[config.mk]
export PLATFORM = sky130hd
export DESIGN_NAME = dcca_top
export DESIGN_NICKNAME = d
export VERILOG_FILES = /design/src/verilog/dcca_pkg.sv /design/src/verilog/dcca_top.sv /design/src/verilog/dcca_timer.sv /design/src/verilog/dcca_channel.sv
export SDC_FILE = /design/constraint.sdc
export NUM_CORES = 2
export LEC_CHECK = 0
export BUFFER_PORTS_ARGS = -buffer_cell sky130_fd_sc_hd__buf_2
export CORE_ASPECT_RATIO = 1.25
export CORE_MARGIN = 1.5
export CORE_UTILIZATION = 35
export CTS_CLUSTER_DIAMETER = 60
export DETAILED_ROUTE_END_ITERATION = 12
export PLACE_DENSITY_LB_ADDON = 0.2
export SETUP_SLACK_MARGIN = 0.5
export SLEW_MARGIN = 40
export SYNTH_ARGS = -nofsm -noshare
export SYNTH_HDL_FRONTEND = slang
export SYNTH_SLANG_ARGS = --single-unit
[constraint.sdc]
create_clock -name clk -period 2.5 [get_ports clk]
set_input_delay 0.25 -clock clk [delete_from_list [all_inputs] [get_ports clk]]
set_output_delay 0.25 -clock clk [all_outputs]
set_load 0.01 [all_outputs]
[src/verilog/dcca_pkg.sv]
/*
  Constants, modes, register offsets and field positions shared by the
  dual capture/compare array and its timer and channel leaves.
  Assumes a single 200 MHz clock and word-indexed register offsets.
*/
`default_nettype none
package dcca_pkg;
  // ----------------------------------------------------------------
  // structure
  // ----------------------------------------------------------------
  localparam int NUM_UNITS    = 2;
  localparam int CH_PER_UNIT  = 16;
  localparam int TMR_PER_UNIT = 2;
  localparam int NUM_CH       = NUM_UNITS * CH_PER_UNIT;
  localparam int NUM_TMR      = NUM_UNITS * TMR_PER_UNIT;
  localparam int TMR_W        = 16;
  localparam int ADDR_W       = 7;
  localparam int DATA_W       = 32;
  localparam int FLAG_W       = CH_PER_UNIT + TMR_PER_UNIT;
  localparam int CPU_CLK_MHZ  = 200;
  // channels that own an input-only pin (unit 2, channels 8 to 11)
  localparam logic [NUM_CH-1:0] INPUT_ONLY_MASK = 32'h0f00_0000;

  // ----------------------------------------------------------------
  // register offsets inside one unit, unit select is address bit 6
  // ----------------------------------------------------------------
  localparam logic [5:0] OFS_CH_VAL  = 6'h00;
  localparam logic [5:0] OFS_CH_MODE = 6'h10;
  localparam logic [5:0] OFS_TCNT0   = 6'h20;
  localparam logic [5:0] OFS_TCNT1   = 6'h21;
  localparam logic [5:0] OFS_TREL0   = 6'h22;
  localparam logic [5:0] OFS_TREL1   = 6'h23;
  localparam logic [5:0] OFS_TCTL0   = 6'h24;
  localparam logic [5:0] OFS_TCTL1   = 6'h25;
  localparam logic [5:0] OFS_FLAGS   = 6'h26;
  localparam logic [5:0] OFS_IEN     = 6'h27;
  localparam int         UNIT_BIT    = 6;

  // ----------------------------------------------------------------
  // fields and reset values
  // ----------------------------------------------------------------
  localparam int TCTL_SEL_LSB = 0;
  localparam int TCTL_SRC_LSB = 3;
  localparam int TCTL_RUN_BIT = 5;
  localparam int MODE_LSB     = 0;
  localparam int EDGE_LSB     = 3;
  localparam int TSEL_BIT     = 5;
  localparam logic [5:0]        RST_TCTL   = 6'h00;
  localparam logic [5:0]        RST_MODE   = 6'h00;
  localparam logic [TMR_W-1:0]  RST_RELOAD = 16'h0000;
  localparam logic [FLAG_W-1:0] RST_FLAGS  = 18'h00000;

  // ----------------------------------------------------------------
  // prescaler: divider is 8 shifted left by the 3-bit select code
  // ----------------------------------------------------------------
  localparam int PRESC_BASE_LOG2 = 3;
  localparam int PRESC_W         = 10;

  typedef enum logic [2:0] {
    DCCA_OFF     = 3'h0,
    DCCA_CAPTURE = 3'h1,
    DCCA_CMP0    = 3'h2,
    DCCA_CMP1    = 3'h3,
    DCCA_CMP2    = 3'h4,
    DCCA_CMP3    = 3'h5,
    DCCA_DOUBLE  = 3'h6
  } dcca_mode_t;

  typedef enum logic [1:0] {
    DCCA_SRC_PRESC  = 2'h0,
    DCCA_SRC_CONCAT = 2'h1,
    DCCA_SRC_EXT    = 2'h2
  } dcca_src_t;

  // last prescaler count before a tick, factor minus one
  function automatic logic [PRESC_W-1:0] dcca_presc_last(input logic [2:0] sel);
    dcca_presc_last = PRESC_W'((11'h001 << (PRESC_BASE_LOG2 + int'(sel))) - 11'h001);
  endfunction : dcca_presc_last
endpackage : dcca_pkg
`default_nettype wire

[src/verilog/dcca_top.sv]
/*
  Two capture/compare units, each with sixteen channels and two timers,
  behind a plain register port with read data one cycle after the strobe.
  Assumes channel pins and external count inputs are asynchronous, the
  concatenation overflow pulse comes from logic on clk, and the far side
  resolves each pin from cc_pin_out and the active-low cc_pin_oe_n.
*/
// Implementation choices: the register offsets and the strobed register port.
`timescale 1ns/1ps
`default_nettype none

// Functional notes
// - two units of sixteen channels each, thirty-two channels in all
// - each unit has two 16-bit timers, each with its own reload register
// - timers count prescaled clock ticks or concatenation timer overflows
// - 3-bit select code picks dividers 8 up to 1024 in powers of two
// - one timer count per prescaler-factor clock cycles
// - first timer of each unit can also count external input rising edges
// - each channel picks either unit timer and capture or compare use
// - each channel owns one pin; unit 2 channels 8 to 11 are input only
// - capture latches the allocated timer value on the selected pin edge
// - every capture raises that channel's interrupt request
// - capture edge is rising, falling, or both
// - compare channels match against their timer; action follows the mode
// - compare mode 0 interrupts on every match and leaves the pin alone
// - compare mode 1 toggles the pin on every match
// - compare mode 2 interrupts on the first match of each period only
// - compare mode 3 sets pin on match, clears it on timer overflow
// - double mode lets two channels toggle one shared pin
// - period depends on reload value, longest with reload zero
module dcca_top import dcca_pkg::*; (
  input  wire logic              clk,
  input  wire logic              reset_n,
  input  wire logic [ADDR_W-1:0] reg_addr,
  input  wire logic [DATA_W-1:0] reg_wdata,
  input  wire logic              reg_wr,
  input  wire logic              reg_rd,
  output logic      [DATA_W-1:0] reg_rdata,
  input  wire logic [NUM_CH-1:0] cc_pin_in,
  output logic      [NUM_CH-1:0] cc_pin_out,
  output logic      [NUM_CH-1:0] cc_pin_oe_n,
  input  wire logic [NUM_UNITS-1:0] ext_count_in,
  input  wire logic              concat_ovf,
  output logic      [NUM_CH-1:0] cc_irq,
  output logic      [NUM_TMR-1:0] timer_irq
);
  // ----------------------------------------------------------------
  // state
  // ----------------------------------------------------------------
  logic [5:0]          ch_mode_r [NUM_CH];
  logic [5:0]          tctl_r    [NUM_TMR];
  logic [TMR_W-1:0]    trel_r    [NUM_TMR];
  logic [FLAG_W-1:0]   flag_r    [NUM_UNITS];
  logic [FLAG_W-1:0]   flag_nxt  [NUM_UNITS];
  logic [FLAG_W-1:0]   ien_r     [NUM_UNITS];
  logic [NUM_CH-1:0]   pin_s1_r;
  logic [NUM_CH-1:0]   pin_s2_r;
  logic [NUM_UNITS-1:0] ext_s1_r;
  logic [NUM_UNITS-1:0] ext_s2_r;
  logic [NUM_UNITS-1:0] ext_d_r;
  logic [DATA_W-1:0]   rdata_nxt;

  // timer and channel wires
  logic [TMR_W-1:0]    tmr_cnt [NUM_TMR];
  logic [NUM_TMR-1:0]  tmr_ovf;
  logic [NUM_TMR-1:0]  tmr_upd;
  logic [NUM_TMR-1:0]  tmr_wr;
  logic [TMR_W-1:0]    ch_val  [NUM_CH];
  logic [NUM_CH-1:0]   ch_hit;
  logic [NUM_CH-1:0]   ch_evt;
  logic [NUM_CH-1:0]   ch_pin;
  logic [NUM_CH-1:0]   ch_drive;
  logic [NUM_CH-1:0]   ch_wr;

  // ----------------------------------------------------------------
  // address decode
  // ----------------------------------------------------------------
  logic       acc_unit;
  logic [5:0] acc_ofs;
  logic       ofs_ch_val;
  logic       ofs_ch_mode;
  logic [3:0] acc_ch;
  logic       ofs_flags;
  logic       ofs_ien;

  // true when the offset lands in a sixteen-entry channel block
  function automatic logic dcca_in_block(input logic [5:0] ofs, input logic [5:0] base);
    dcca_in_block = (ofs[5:4] == base[5:4]);
  endfunction : dcca_in_block

  // word address of a per-timer register of timer t in its unit
  function automatic logic dcca_is_tmr_reg(input logic [5:0] ofs, input logic [5:0] base, input int j);
    dcca_is_tmr_reg = (ofs == 6'(base + 6'(j)));
  endfunction : dcca_is_tmr_reg

  assign acc_unit    = reg_addr[UNIT_BIT];
  assign acc_ofs     = reg_addr[5:0];
  assign acc_ch      = acc_ofs[3:0];
  assign ofs_ch_val  = dcca_in_block(acc_ofs, OFS_CH_VAL);
  assign ofs_ch_mode = dcca_in_block(acc_ofs, OFS_CH_MODE);
  assign ofs_flags   = (acc_ofs == OFS_FLAGS);
  assign ofs_ien     = (acc_ofs == OFS_IEN);

  // ----------------------------------------------------------------
  // pin and external input synchronisers
  // ----------------------------------------------------------------
  // only the second stage is read; ext_d_r gives the edge history
  always_ff @(posedge clk or negedge reset_n) begin
    if (!reset_n) begin
      pin_s1_r <= '0;
      pin_s2_r <= '0;
      ext_s1_r <= '0;
      ext_s2_r <= '0;
      ext_d_r  <= '0;
    end else begin
      pin_s1_r <= cc_pin_in;
      pin_s2_r <= pin_s1_r;
      ext_s1_r <= ext_count_in;
      ext_s2_r <= ext_s1_r;
      ext_d_r  <= ext_s2_r;
    end
  end

  // ----------------------------------------------------------------
  // timers, two per unit
  // ----------------------------------------------------------------
  genvar t;
  generate
    for (t = 0; t < NUM_TMR; t++) begin : g_tmr
      localparam int U = t / TMR_PER_UNIT;
      localparam int J = t % TMR_PER_UNIT;
      assign tmr_wr[t] = reg_wr & (acc_unit == U[0]) & dcca_is_tmr_reg(acc_ofs, OFS_TCNT0, J);

      dcca_timer #(
        .EXT_OK     (J == 0)
      ) u_timer (
        .clk        (clk),
        .reset_n    (reset_n),
        .run        (tctl_r[t][TCTL_RUN_BIT]),
        .src        (tctl_r[t][TCTL_SRC_LSB +: 2]),
        .sel        (tctl_r[t][TCTL_SEL_LSB +: 3]),
        .ext_rise   (ext_s2_r[U] & ~ext_d_r[U]),
        .concat_ovf (concat_ovf),
        .wr         (tmr_wr[t]),
        .wdata      (reg_wdata[TMR_W-1:0]),
        .reload     (trel_r[t]),
        .cnt        (tmr_cnt[t]),
        .ovf        (tmr_ovf[t]),
        .upd        (tmr_upd[t])
      );
    end
  endgenerate

  // ----------------------------------------------------------------
  // channels, sixteen per unit
  // ----------------------------------------------------------------
  genvar c;
  generate
    for (c = 0; c < NUM_CH; c++) begin : g_ch
      localparam int U = c / CH_PER_UNIT;
      localparam int K = c % CH_PER_UNIT;
      // partner for the shared pin sits eight channels away in its unit
      localparam int P = U * CH_PER_UNIT + (K ^ 8);
      logic [1:0] tsel;

      assign tsel     = {1'b0, ch_mode_r[c][TSEL_BIT]};
      assign ch_wr[c] = reg_wr & (acc_unit == U[0]) & ofs_ch_val & (acc_ch == K[3:0]);

      dcca_channel #(
        .OUT_OK      (!INPUT_ONLY_MASK[c])
      ) u_channel (
        .clk         (clk),
        .reset_n     (reset_n),
        .mode        (ch_mode_r[c][MODE_LSB +: 3]),
        .edge_sel    (ch_mode_r[c][EDGE_LSB +: 2]),
        .pin_lvl     (pin_s2_r[c]),
        .tmr_cnt     (tmr_cnt[U*TMR_PER_UNIT + int'(tsel)]),
        .tmr_upd     (tmr_upd[U*TMR_PER_UNIT + int'(tsel)]),
        .tmr_ovf     (tmr_ovf[U*TMR_PER_UNIT + int'(tsel)]),
        .partner_hit (ch_hit[P]),
        .wr          (ch_wr[c]),
        .wdata       (reg_wdata[TMR_W-1:0]),
        .val         (ch_val[c]),
        .hit         (ch_hit[c]),
        .evt         (ch_evt[c]),
        .pin_q       (ch_pin[c]),
        .drive       (ch_drive[c])
      );
    end
  endgenerate

  // ----------------------------------------------------------------
  // request flags: set wins over a write-one-to-clear
  // ----------------------------------------------------------------
  genvar u;
  generate
    for (u = 0; u < NUM_UNITS; u++) begin : g_flag
      logic [FLAG_W-1:0] set_v;
      logic [FLAG_W-1:0] clr_v;
      assign set_v = {tmr_ovf[u*TMR_PER_UNIT +: TMR_PER_UNIT], ch_evt[u*CH_PER_UNIT +: CH_PER_UNIT]};
      assign clr_v = (reg_wr & (acc_unit == 1'(u)) & ofs_flags) ? reg_wdata[FLAG_W-1:0] : '0;
      assign flag_nxt[u] = (flag_r[u] & ~clr_v) | set_v;
    end
  endgenerate

  // ----------------------------------------------------------------
  // configuration registers
  // ----------------------------------------------------------------
  always_ff @(posedge clk or negedge reset_n) begin
    if (!reset_n) begin
      for (int i = 0; i < NUM_CH; i++) begin
        ch_mode_r[i] <= RST_MODE;
      end
      for (int i = 0; i < NUM_TMR; i++) begin
        tctl_r[i] <= RST_TCTL;
        trel_r[i] <= RST_RELOAD;
      end
    end else if (reg_wr) begin
      if (ofs_ch_mode) begin
        ch_mode_r[{acc_unit, acc_ch}] <= reg_wdata[5:0];
      end
      for (int j = 0; j < TMR_PER_UNIT; j++) begin
        if (dcca_is_tmr_reg(acc_ofs, OFS_TREL0, j)) begin
          trel_r[{acc_unit, j[0]}] <= reg_wdata[TMR_W-1:0];
        end
        if (dcca_is_tmr_reg(acc_ofs, OFS_TCTL0, j)) begin
          tctl_r[{acc_unit, j[0]}] <= reg_wdata[5:0];
        end
      end
    end
  end

  // flags, enables and interrupt request outputs
  always_ff @(posedge clk or negedge reset_n) begin
    if (!reset_n) begin
      for (int i = 0; i < NUM_UNITS; i++) begin
        flag_r[i] <= RST_FLAGS;
        ien_r[i]  <= RST_FLAGS;
      end
      cc_irq    <= '0;
      timer_irq <= '0;
    end else begin
      for (int i = 0; i < NUM_UNITS; i++) begin
        flag_r[i] <= flag_nxt[i];
        if (reg_wr && ofs_ien && (acc_unit == i[0])) begin
          ien_r[i] <= reg_wdata[FLAG_W-1:0];
        end
        cc_irq[i*CH_PER_UNIT +: CH_PER_UNIT]     <= flag_r[i][CH_PER_UNIT-1:0] & ien_r[i][CH_PER_UNIT-1:0];
        timer_irq[i*TMR_PER_UNIT +: TMR_PER_UNIT] <= flag_r[i][FLAG_W-1:CH_PER_UNIT] &
                                                     ien_r[i][FLAG_W-1:CH_PER_UNIT];
      end
    end
  end

  // ----------------------------------------------------------------
  // pins: registered level and active-low enable
  // ----------------------------------------------------------------
  always_ff @(posedge clk or negedge reset_n) begin
    if (!reset_n) begin
      cc_pin_out  <= '0;
      cc_pin_oe_n <= '1;
    end else begin
      cc_pin_out  <= ch_pin & ch_drive;
      cc_pin_oe_n <= ~ch_drive;
    end
  end

  // ----------------------------------------------------------------
  // read path; unmapped offsets read zero
  // ----------------------------------------------------------------
  always_comb begin
    rdata_nxt = '0;
    if (ofs_ch_val) begin
      rdata_nxt[TMR_W-1:0] = ch_val[{acc_unit, acc_ch}];
    end else if (ofs_ch_mode) begin
      rdata_nxt[5:0] = ch_mode_r[{acc_unit, acc_ch}];
    end else begin
      case (acc_ofs)
        OFS_TCNT0: rdata_nxt[TMR_W-1:0]  = tmr_cnt[{acc_unit, 1'b0}];
        OFS_TCNT1: rdata_nxt[TMR_W-1:0]  = tmr_cnt[{acc_unit, 1'b1}];
        OFS_TREL0: rdata_nxt[TMR_W-1:0]  = trel_r[{acc_unit, 1'b0}];
        OFS_TREL1: rdata_nxt[TMR_W-1:0]  = trel_r[{acc_unit, 1'b1}];
        OFS_TCTL0: rdata_nxt[5:0]        = tctl_r[{acc_unit, 1'b0}];
        OFS_TCTL1: rdata_nxt[5:0]        = tctl_r[{acc_unit, 1'b1}];
        OFS_FLAGS: rdata_nxt[FLAG_W-1:0] = flag_r[acc_unit];
        OFS_IEN:   rdata_nxt[FLAG_W-1:0] = ien_r[acc_unit];
        default:   rdata_nxt             = '0;
      endcase
    end
  end

  // data stands only in the cycle after the read strobe
  always_ff @(posedge clk or negedge reset_n) begin
    if (!reset_n) begin
      reg_rdata <= '0;
    end else begin
      reg_rdata <= reg_rd ? rdata_nxt : '0;
    end
  end
endmodule : dcca_top
`default_nettype wire

[src/verilog/dcca_timer.sv]
/*
  One 16-bit up-counting time base with reload and prescaler.
  Assumes the external count rise and concatenation overflow inputs are
  single-cycle pulses already in the clk domain.
*/
`timescale 1ns/1ps
`default_nettype none
module dcca_timer import dcca_pkg::*; #(
  parameter bit EXT_OK = 1'b0
) (
  input  wire logic             clk,
  input  wire logic             reset_n,
  input  wire logic             run,
  input  wire logic [1:0]       src,
  input  wire logic [2:0]       sel,
  input  wire logic             ext_rise,
  input  wire logic             concat_ovf,
  input  wire logic             wr,
  input  wire logic [TMR_W-1:0] wdata,
  input  wire logic [TMR_W-1:0] reload,
  output logic      [TMR_W-1:0] cnt,
  output logic                  ovf,
  output logic                  upd
);
  logic [PRESC_W-1:0] presc_r;
  logic               presc_tick;
  logic               tick;
  logic               wrap;

  // ------------------------------------------------------------
  // clock source selection
  // ------------------------------------------------------------
  // >= keeps the prescaler from running away when sel shrinks mid-count
  assign presc_tick = (presc_r >= dcca_presc_last(sel));
  assign tick = run & ((src == DCCA_SRC_PRESC)  ? presc_tick :
                       (src == DCCA_SRC_CONCAT) ? concat_ovf :
                       (src == DCCA_SRC_EXT)    ? (EXT_OK & ext_rise) : 1'b0);
  assign wrap = tick & (cnt == {TMR_W{1'b1}});

  // prescaler free-runs while the timer is enabled
  always_ff @(posedge clk or negedge reset_n) begin
    if (!reset_n) begin
      presc_r <= '0;
    end else begin
      presc_r <= (!run || presc_tick) ? '0 : presc_r + 1'b1;
    end
  end

  // ------------------------------------------------------------
  // counter, software write wins over a tick
  // ------------------------------------------------------------
  always_ff @(posedge clk or negedge reset_n) begin
    if (!reset_n) begin
      cnt <= '0;
      ovf <= 1'b0;
      upd <= 1'b0;
    end else begin
      ovf <= wrap & ~wr;
      upd <= tick | wr;
      if (wr) begin
        cnt <= wdata;
      end else if (wrap) begin
        cnt <= reload;
      end else if (tick) begin
        cnt <= cnt + 1'b1;
      end
    end
  end
endmodule : dcca_timer
`default_nettype wire

[src/verilog/dcca_channel.sv]
/*
  One dual-purpose capture/compare channel register with its pin logic.
  Assumes pin_lvl is already synchronised and the timer signals come from
  the timer this channel is allocated to.
*/
`timescale 1ns/1ps
`default_nettype none
module dcca_channel import dcca_pkg::*; #(
  parameter bit OUT_OK = 1'b1
) (
  input  wire logic             clk,
  input  wire logic             reset_n,
  input  wire logic [2:0]       mode,
  input  wire logic [1:0]       edge_sel,
  input  wire logic             pin_lvl,
  input  wire logic [TMR_W-1:0] tmr_cnt,
  input  wire logic             tmr_upd,
  input  wire logic             tmr_ovf,
  input  wire logic             partner_hit,
  input  wire logic             wr,
  input  wire logic [TMR_W-1:0] wdata,
  output logic      [TMR_W-1:0] val,
  output logic                  hit,
  output logic                  evt,
  output logic                  pin_q,
  output logic                  drive
);
  logic pin_d_r;
  logic done_r;
  logic cap;
  logic is_cmp;
  logic once;

  // ------------------------------------------------------------
  // event decode
  // ------------------------------------------------------------
  assign cap    = (mode == DCCA_CAPTURE) &
                  ((edge_sel[0] & pin_lvl & ~pin_d_r) | (edge_sel[1] & ~pin_lvl & pin_d_r));
  assign is_cmp = (mode >= DCCA_CMP0) & (mode <= DCCA_DOUBLE);
  assign once   = (mode == DCCA_CMP2) | (mode == DCCA_CMP3);
  // an overflow in the same cycle opens the new period already
  assign hit    = is_cmp & tmr_upd & (tmr_cnt == val) & ~(once & done_r & ~tmr_ovf);
  assign evt    = cap | hit;
  assign drive  = OUT_OK & ((mode == DCCA_CMP1) | (mode == DCCA_CMP3) | (mode == DCCA_DOUBLE));

  // ------------------------------------------------------------
  // register, period latch and pin state
  // ------------------------------------------------------------
  always_ff @(posedge clk or negedge reset_n) begin
    if (!reset_n) begin
      val     <= '0;
      pin_d_r <= 1'b0;
      done_r  <= 1'b0;
      pin_q   <= 1'b0;
    end else begin
      pin_d_r <= pin_lvl;
      // capture beats a software write in the same cycle
      val     <= cap ? tmr_cnt : (wr ? wdata : val);
      done_r  <= (hit & once) ? 1'b1 : (tmr_ovf ? 1'b0 : done_r);
      case (mode)
        DCCA_CMP1:   pin_q <= pin_q ^ hit;
        DCCA_CMP3:   pin_q <= hit ? 1'b1 : (tmr_ovf ? 1'b0 : pin_q);
        DCCA_DOUBLE: pin_q <= pin_q ^ (hit | partner_hit);
        default:     pin_q <= pin_q;
      endcase
    end
  end
endmodule : dcca_channel
`default_nettype wire

==> impl_metrics.json <==
{
  "wl_per_cell_um": 31.6,
  "end_kind": "flip-flop",
  "hp-class": "in2async",
  "yosysWarnings": 0,
  "synth_top_family_by_area": "multiplexers",
  "grt_pass1_vias": 68300,
  "synth-xor-area-share_pct": 6.63,
  "yosysUniqueCellTypes": 92,
  "area_delta_synth_final_pct": 39.9,
  "routed_wl_um": 371000,
  "cpPeakStageDelay_ns": 0.44,
  "layout_setup_ws_ns": -0.170,
  "final_hold_viol_count": 0,
  "start_util_pct": 35.2,
  "via_per_inst": 5.86,
  "synthCells": 7375,
  "setup_viol": 29,
  "slowest_stage": "dfrtp_2",
  "place_ws_ns": -0.480,
  "antenna_found_initial": 22,
  "status": "complete, but fails checks",
  "clock_sinks": 1248,
  "leakagePower_nw": 46.5,
  "cts-root-buf": "clkbuf_16",
  "drt_iter0_markers": 6495,
  "synthSimpleGateAreaFrac_pct": 11.3,
  "dpl_cell_area_mm2": 0.0913,
  "dpl.hpwl_um": 269000,
  "grt_pass1_wl_um": 516000,
  "worstSetupPathType": "reg2reg",
  "die_w_um": 422,
  "die_area_mm2": 0.222,
  "worst_clock_skew_ns": 0.0378,
  "maxCapViolCount": 0,
  "slew_headroom_pct": 29.5,
  "core.rowCount": 192,
  "rsz0062_at_grt": "yes",
  "core-area_mm2": 0.218,
  "ys_ff_latch": 1248,
  "vias": 68900,
  "h-tree-depth": 4,
  "cp_max_fo": 5,
  "dr.pass1.iters": 6,
  "grt_use_total_pct": 32.3,
  "final_net_count": 8830,
  "synthMuxAreaShare_pct": 25.6,
  "tritoncts": "done",
  "portBuffers": 173,
  "yosysSeqAreaShare_pct": 40.7,
  "drive_above_1_share_pct": 44.9,
  "violations": "setup timing",
  "routabilityCongestion": 1.05,
  "synth_edf_count": 0,
  "globalRouteOverflowTotal": 0,
  "cp.required_ns": 3.25,
  "period_share_pct": 107,
  "drv_slew": 0,
  "syn_avg_cell_area_um2": 10.4,
  "max_clock_freq_mhz": 375,
  "crit_arrival_ns": 3.42,
  "grt_max_degree": 95,
  "die_h_um": 527,
  "ios": 210,
  "power.density_mw_per_mm2": 761,
  "drc": 0,
  "clk_latency_ns": 0.87,
  "synth-compound-area-share_pct": 10.6,
  "async_flop_share_pct": 100,
  "startpoint_type": "flip-flop",
  "ys.flop_type": "dfrtp_1",
  "peakVddDrop_mv": 0.520,
  "cts_made_buffers": 161,
  "final_area_mm2": 0.107,
  "layout_min_cycle_time_ns": 2.67,
  "clockBufferDepth": 4,
  "syn_area_mm2": 0.0768,
  "worst_slew_pin_slew_ns": 1.05,
  "cp_cell_sequence": "buf_12, buf_16, mux2i_4, xnor2_2, nor4_4, buf_4, nand4_1, nor4_4, buf_4, buf_12, nor2b_4, a31oi_2, xor2_1",
  "cts.clk_slew.worst_paths_ns": 0.06,
  "synthAdderAreaFrac_pct": 0.815,
  "final_antenna_net_count": 0
}
## final cells by class
class | count | area, um^2
antenna | 21 | 52.6
clock buffer | 220 | 4530
clock inverter | 61 | 916
fill | 19600 | 111000
inverter | 71 | 275
multi-input combinational | 5381 | 48600
sequential | 1248 | 31400
tap | 2910 | 3640
timing repair buffer | 1839 | 18000
## through the flow
step | power [W] | setup TNS (ns) | std cells | util [%] | hold slack, ns
after floorplan | 0.0387 | 0 | 7405 | - | -0.0456
after global placement | 0.0503 | -46.08 | 11100 | 41.8 | 0.278
after detailed placement | 0.0506 | -51.13 | 11100 | 41.8 | 0.278
after CTS | 0.0787 | -1.03 | 11600 | 47.0 | 0.000222
after global routing | 0.0842 | -6.20 | 11700 | 49.2 | -0.00237
final | 0.0817 | -2.01 | 11800 | 49.2 | 0.00950
## report_power, final
group          total [W]  switching, W  leakage [nW]  internal, W
logic             0.0306        0.0159          27.5       0.0148
registers         0.0263       0.00347          16.3       0.0228
clock network     0.0248       0.00995          2.68       0.0149
total             0.0817        0.0293          46.5       0.0525
## cell usage in the layout (no fill, tap or decap), types with 36 or more instances in the layout
cell and count:
dfrtp_1 1135, buf_4 1135, mux2_2 694, a21oi_1 610
nor2_1 575, nand2_1 378, mux2i_1 338, xnor2_1 296
buf_12 254, mux4_2 221, xor2_1 195, mux2i_4 187
nor2b_1 177, buf_6 177, clkbuf_16 170, buf_2 163
mux2i_2 154, a211oi_1 135, dfrtp_2 85, xnor2_2 79
nand3_1 72, nand4_1 69, inv_1 66, o22ai_1 66
and3_1 56, o21ai_1 50, o21ai_0 50, dlygate4sd3_1 50
nand2_2 49, and2_1 48, buf_8 42, ha_1 41
nor4_2 40, a21o_1 36
## metal layers
layer	part of all wire, %	up-vias	track usage, %
li1	-	29300	-
met1	36	34900	36.7
met5	0.033	-	0
met4	11	18	28.7
met2	47	3365	52.4
met3	6.9	1261	5.55
## worst max-delay path, delay by kind of cell (launching register included)
family                 cells  cell delay, ns
XOR/XNOR                   2            0.30
AND/OR/NAND/NOR            4            0.77
buffers and inverters      5            0.80
multiplexers               1            0.20
flip-flops                 1            0.44
AO/OA/AOI/OAI              1            0.04
## state kept, by name, summed over array words and instances, names as in the netlist, 28 cells and up
signal / count
pin_s2_r: 32
ien_r: 36
g_ch.u_channel.pin_q: 28
flag_r: 36
trel_r: 64
g_tmr.u_timer.cnt: 64
cc_pin_oe_n: 28
g_ch.u_channel.pin_d_r: 32
cc_pin_out: 28
g_tmr.u_timer.presc_r: 40
g_ch.u_channel.val: 512
ch_mode_r: 192
g_ch.u_channel.done_r: 32
cc_irq: 32
pin_s1_r: 32
## final timing paths
path | slack [ns] | from | cells after the start | end
max in group asynchronous | 1.37 | reset_n | 4 | cc_pin_oe_n[31]$_DFF_PN1_
max reg2reg | -0.17 | ch_mode_r[65]$_DFFE_PN0P_ | 13 | g_ch[21].u_channel.pin_q$_DFFE_PN0P_
min reg2reg | 0.35 | pin_s1_r[2]$_DFF_PN0_ | 0 | pin_s2_r[2]$_DFF_PN0_
min | 0.009 | reset_n | 2 | pin_s2_r[8]$_DFF_PN0_
min in group clk | 0.01 | reg_addr[5] | 4 | reg_rdata[5]$_DFF_PN0_
max | -0.17 | ch_mode_r[65]$_DFFE_PN0P_ | 13 | g_ch[21].u_channel.pin_q$_DFFE_PN0P_
## kinds of logic after synthesis
group | after synthesis
other | 2
AO/OA/AOI/OAI | 1326
AND/OR/NAND/NOR | 1792
multiplexers | 1597
buffers and inverters | 779
XOR/XNOR | 581
flip-flops | 1248
adder cells (fa/ha/maj) | 50
## synthesized netlist by cell type (all sizes together), types with 15 or more instances
| cell | number | area share (%) |
|---|---|---|
| nand4 | 69 | 0.56 |
| a211o | 27 | 0.31 |
| mux4 | 221 | 6.5 |
| mux2i | 679 | 8.9 |
| and2 | 55 | 0.45 |
| mux2 | 697 | 10 |
| nor3 | 54 | 0.37 |
| a21o | 36 | 0.35 |
| and3 | 67 | 0.55 |
| nand3 | 92 | 0.60 |
| a21oi | 656 | 4.3 |
| a22oi | 17 | 0.17 |
| o21ai | 128 | 0.83 |
| nand2b | 29 | 0.24 |
| o22ai | 70 | 0.57 |
| nor2b | 179 | 1.5 |
| nand3b | 18 | 0.18 |
| a22o | 27 | 0.31 |
| dfrtp | 1220 | 40 |
| ha | 50 | 0.81 |
| nor2 | 632 | 3.1 |
| nand2 | 438 | 2.1 |
| clkbuf | 442 | 2.2 |
| inv | 71 | 0.35 |
| a211oi | 145 | 1.4 |
| a311oi | 29 | 0.33 |
| nor4 | 102 | 1.0 |
| xor2 | 202 | 2.3 |
| xnor2 | 379 | 4.3 |
| dfstp | 28 | 0.96 |
| a31oi | 44 | 0.36 |
| buf | 266 | 1.8 |
| or2 | 15 | 0.12 |
## what timing repair did
item | in CTS | in global routing
pin swaps | 221 | 266
endpoints found under the setup margin | 207 | 219
endpoints found under the hold margin | 784 | 0
cloned | 12 | 10
hold buffers | 50 | 0
gates resized for setup | 786 | 672
buffers inserted | 162 | 156
Note: power is estimated with default switching activity, not from simulation.
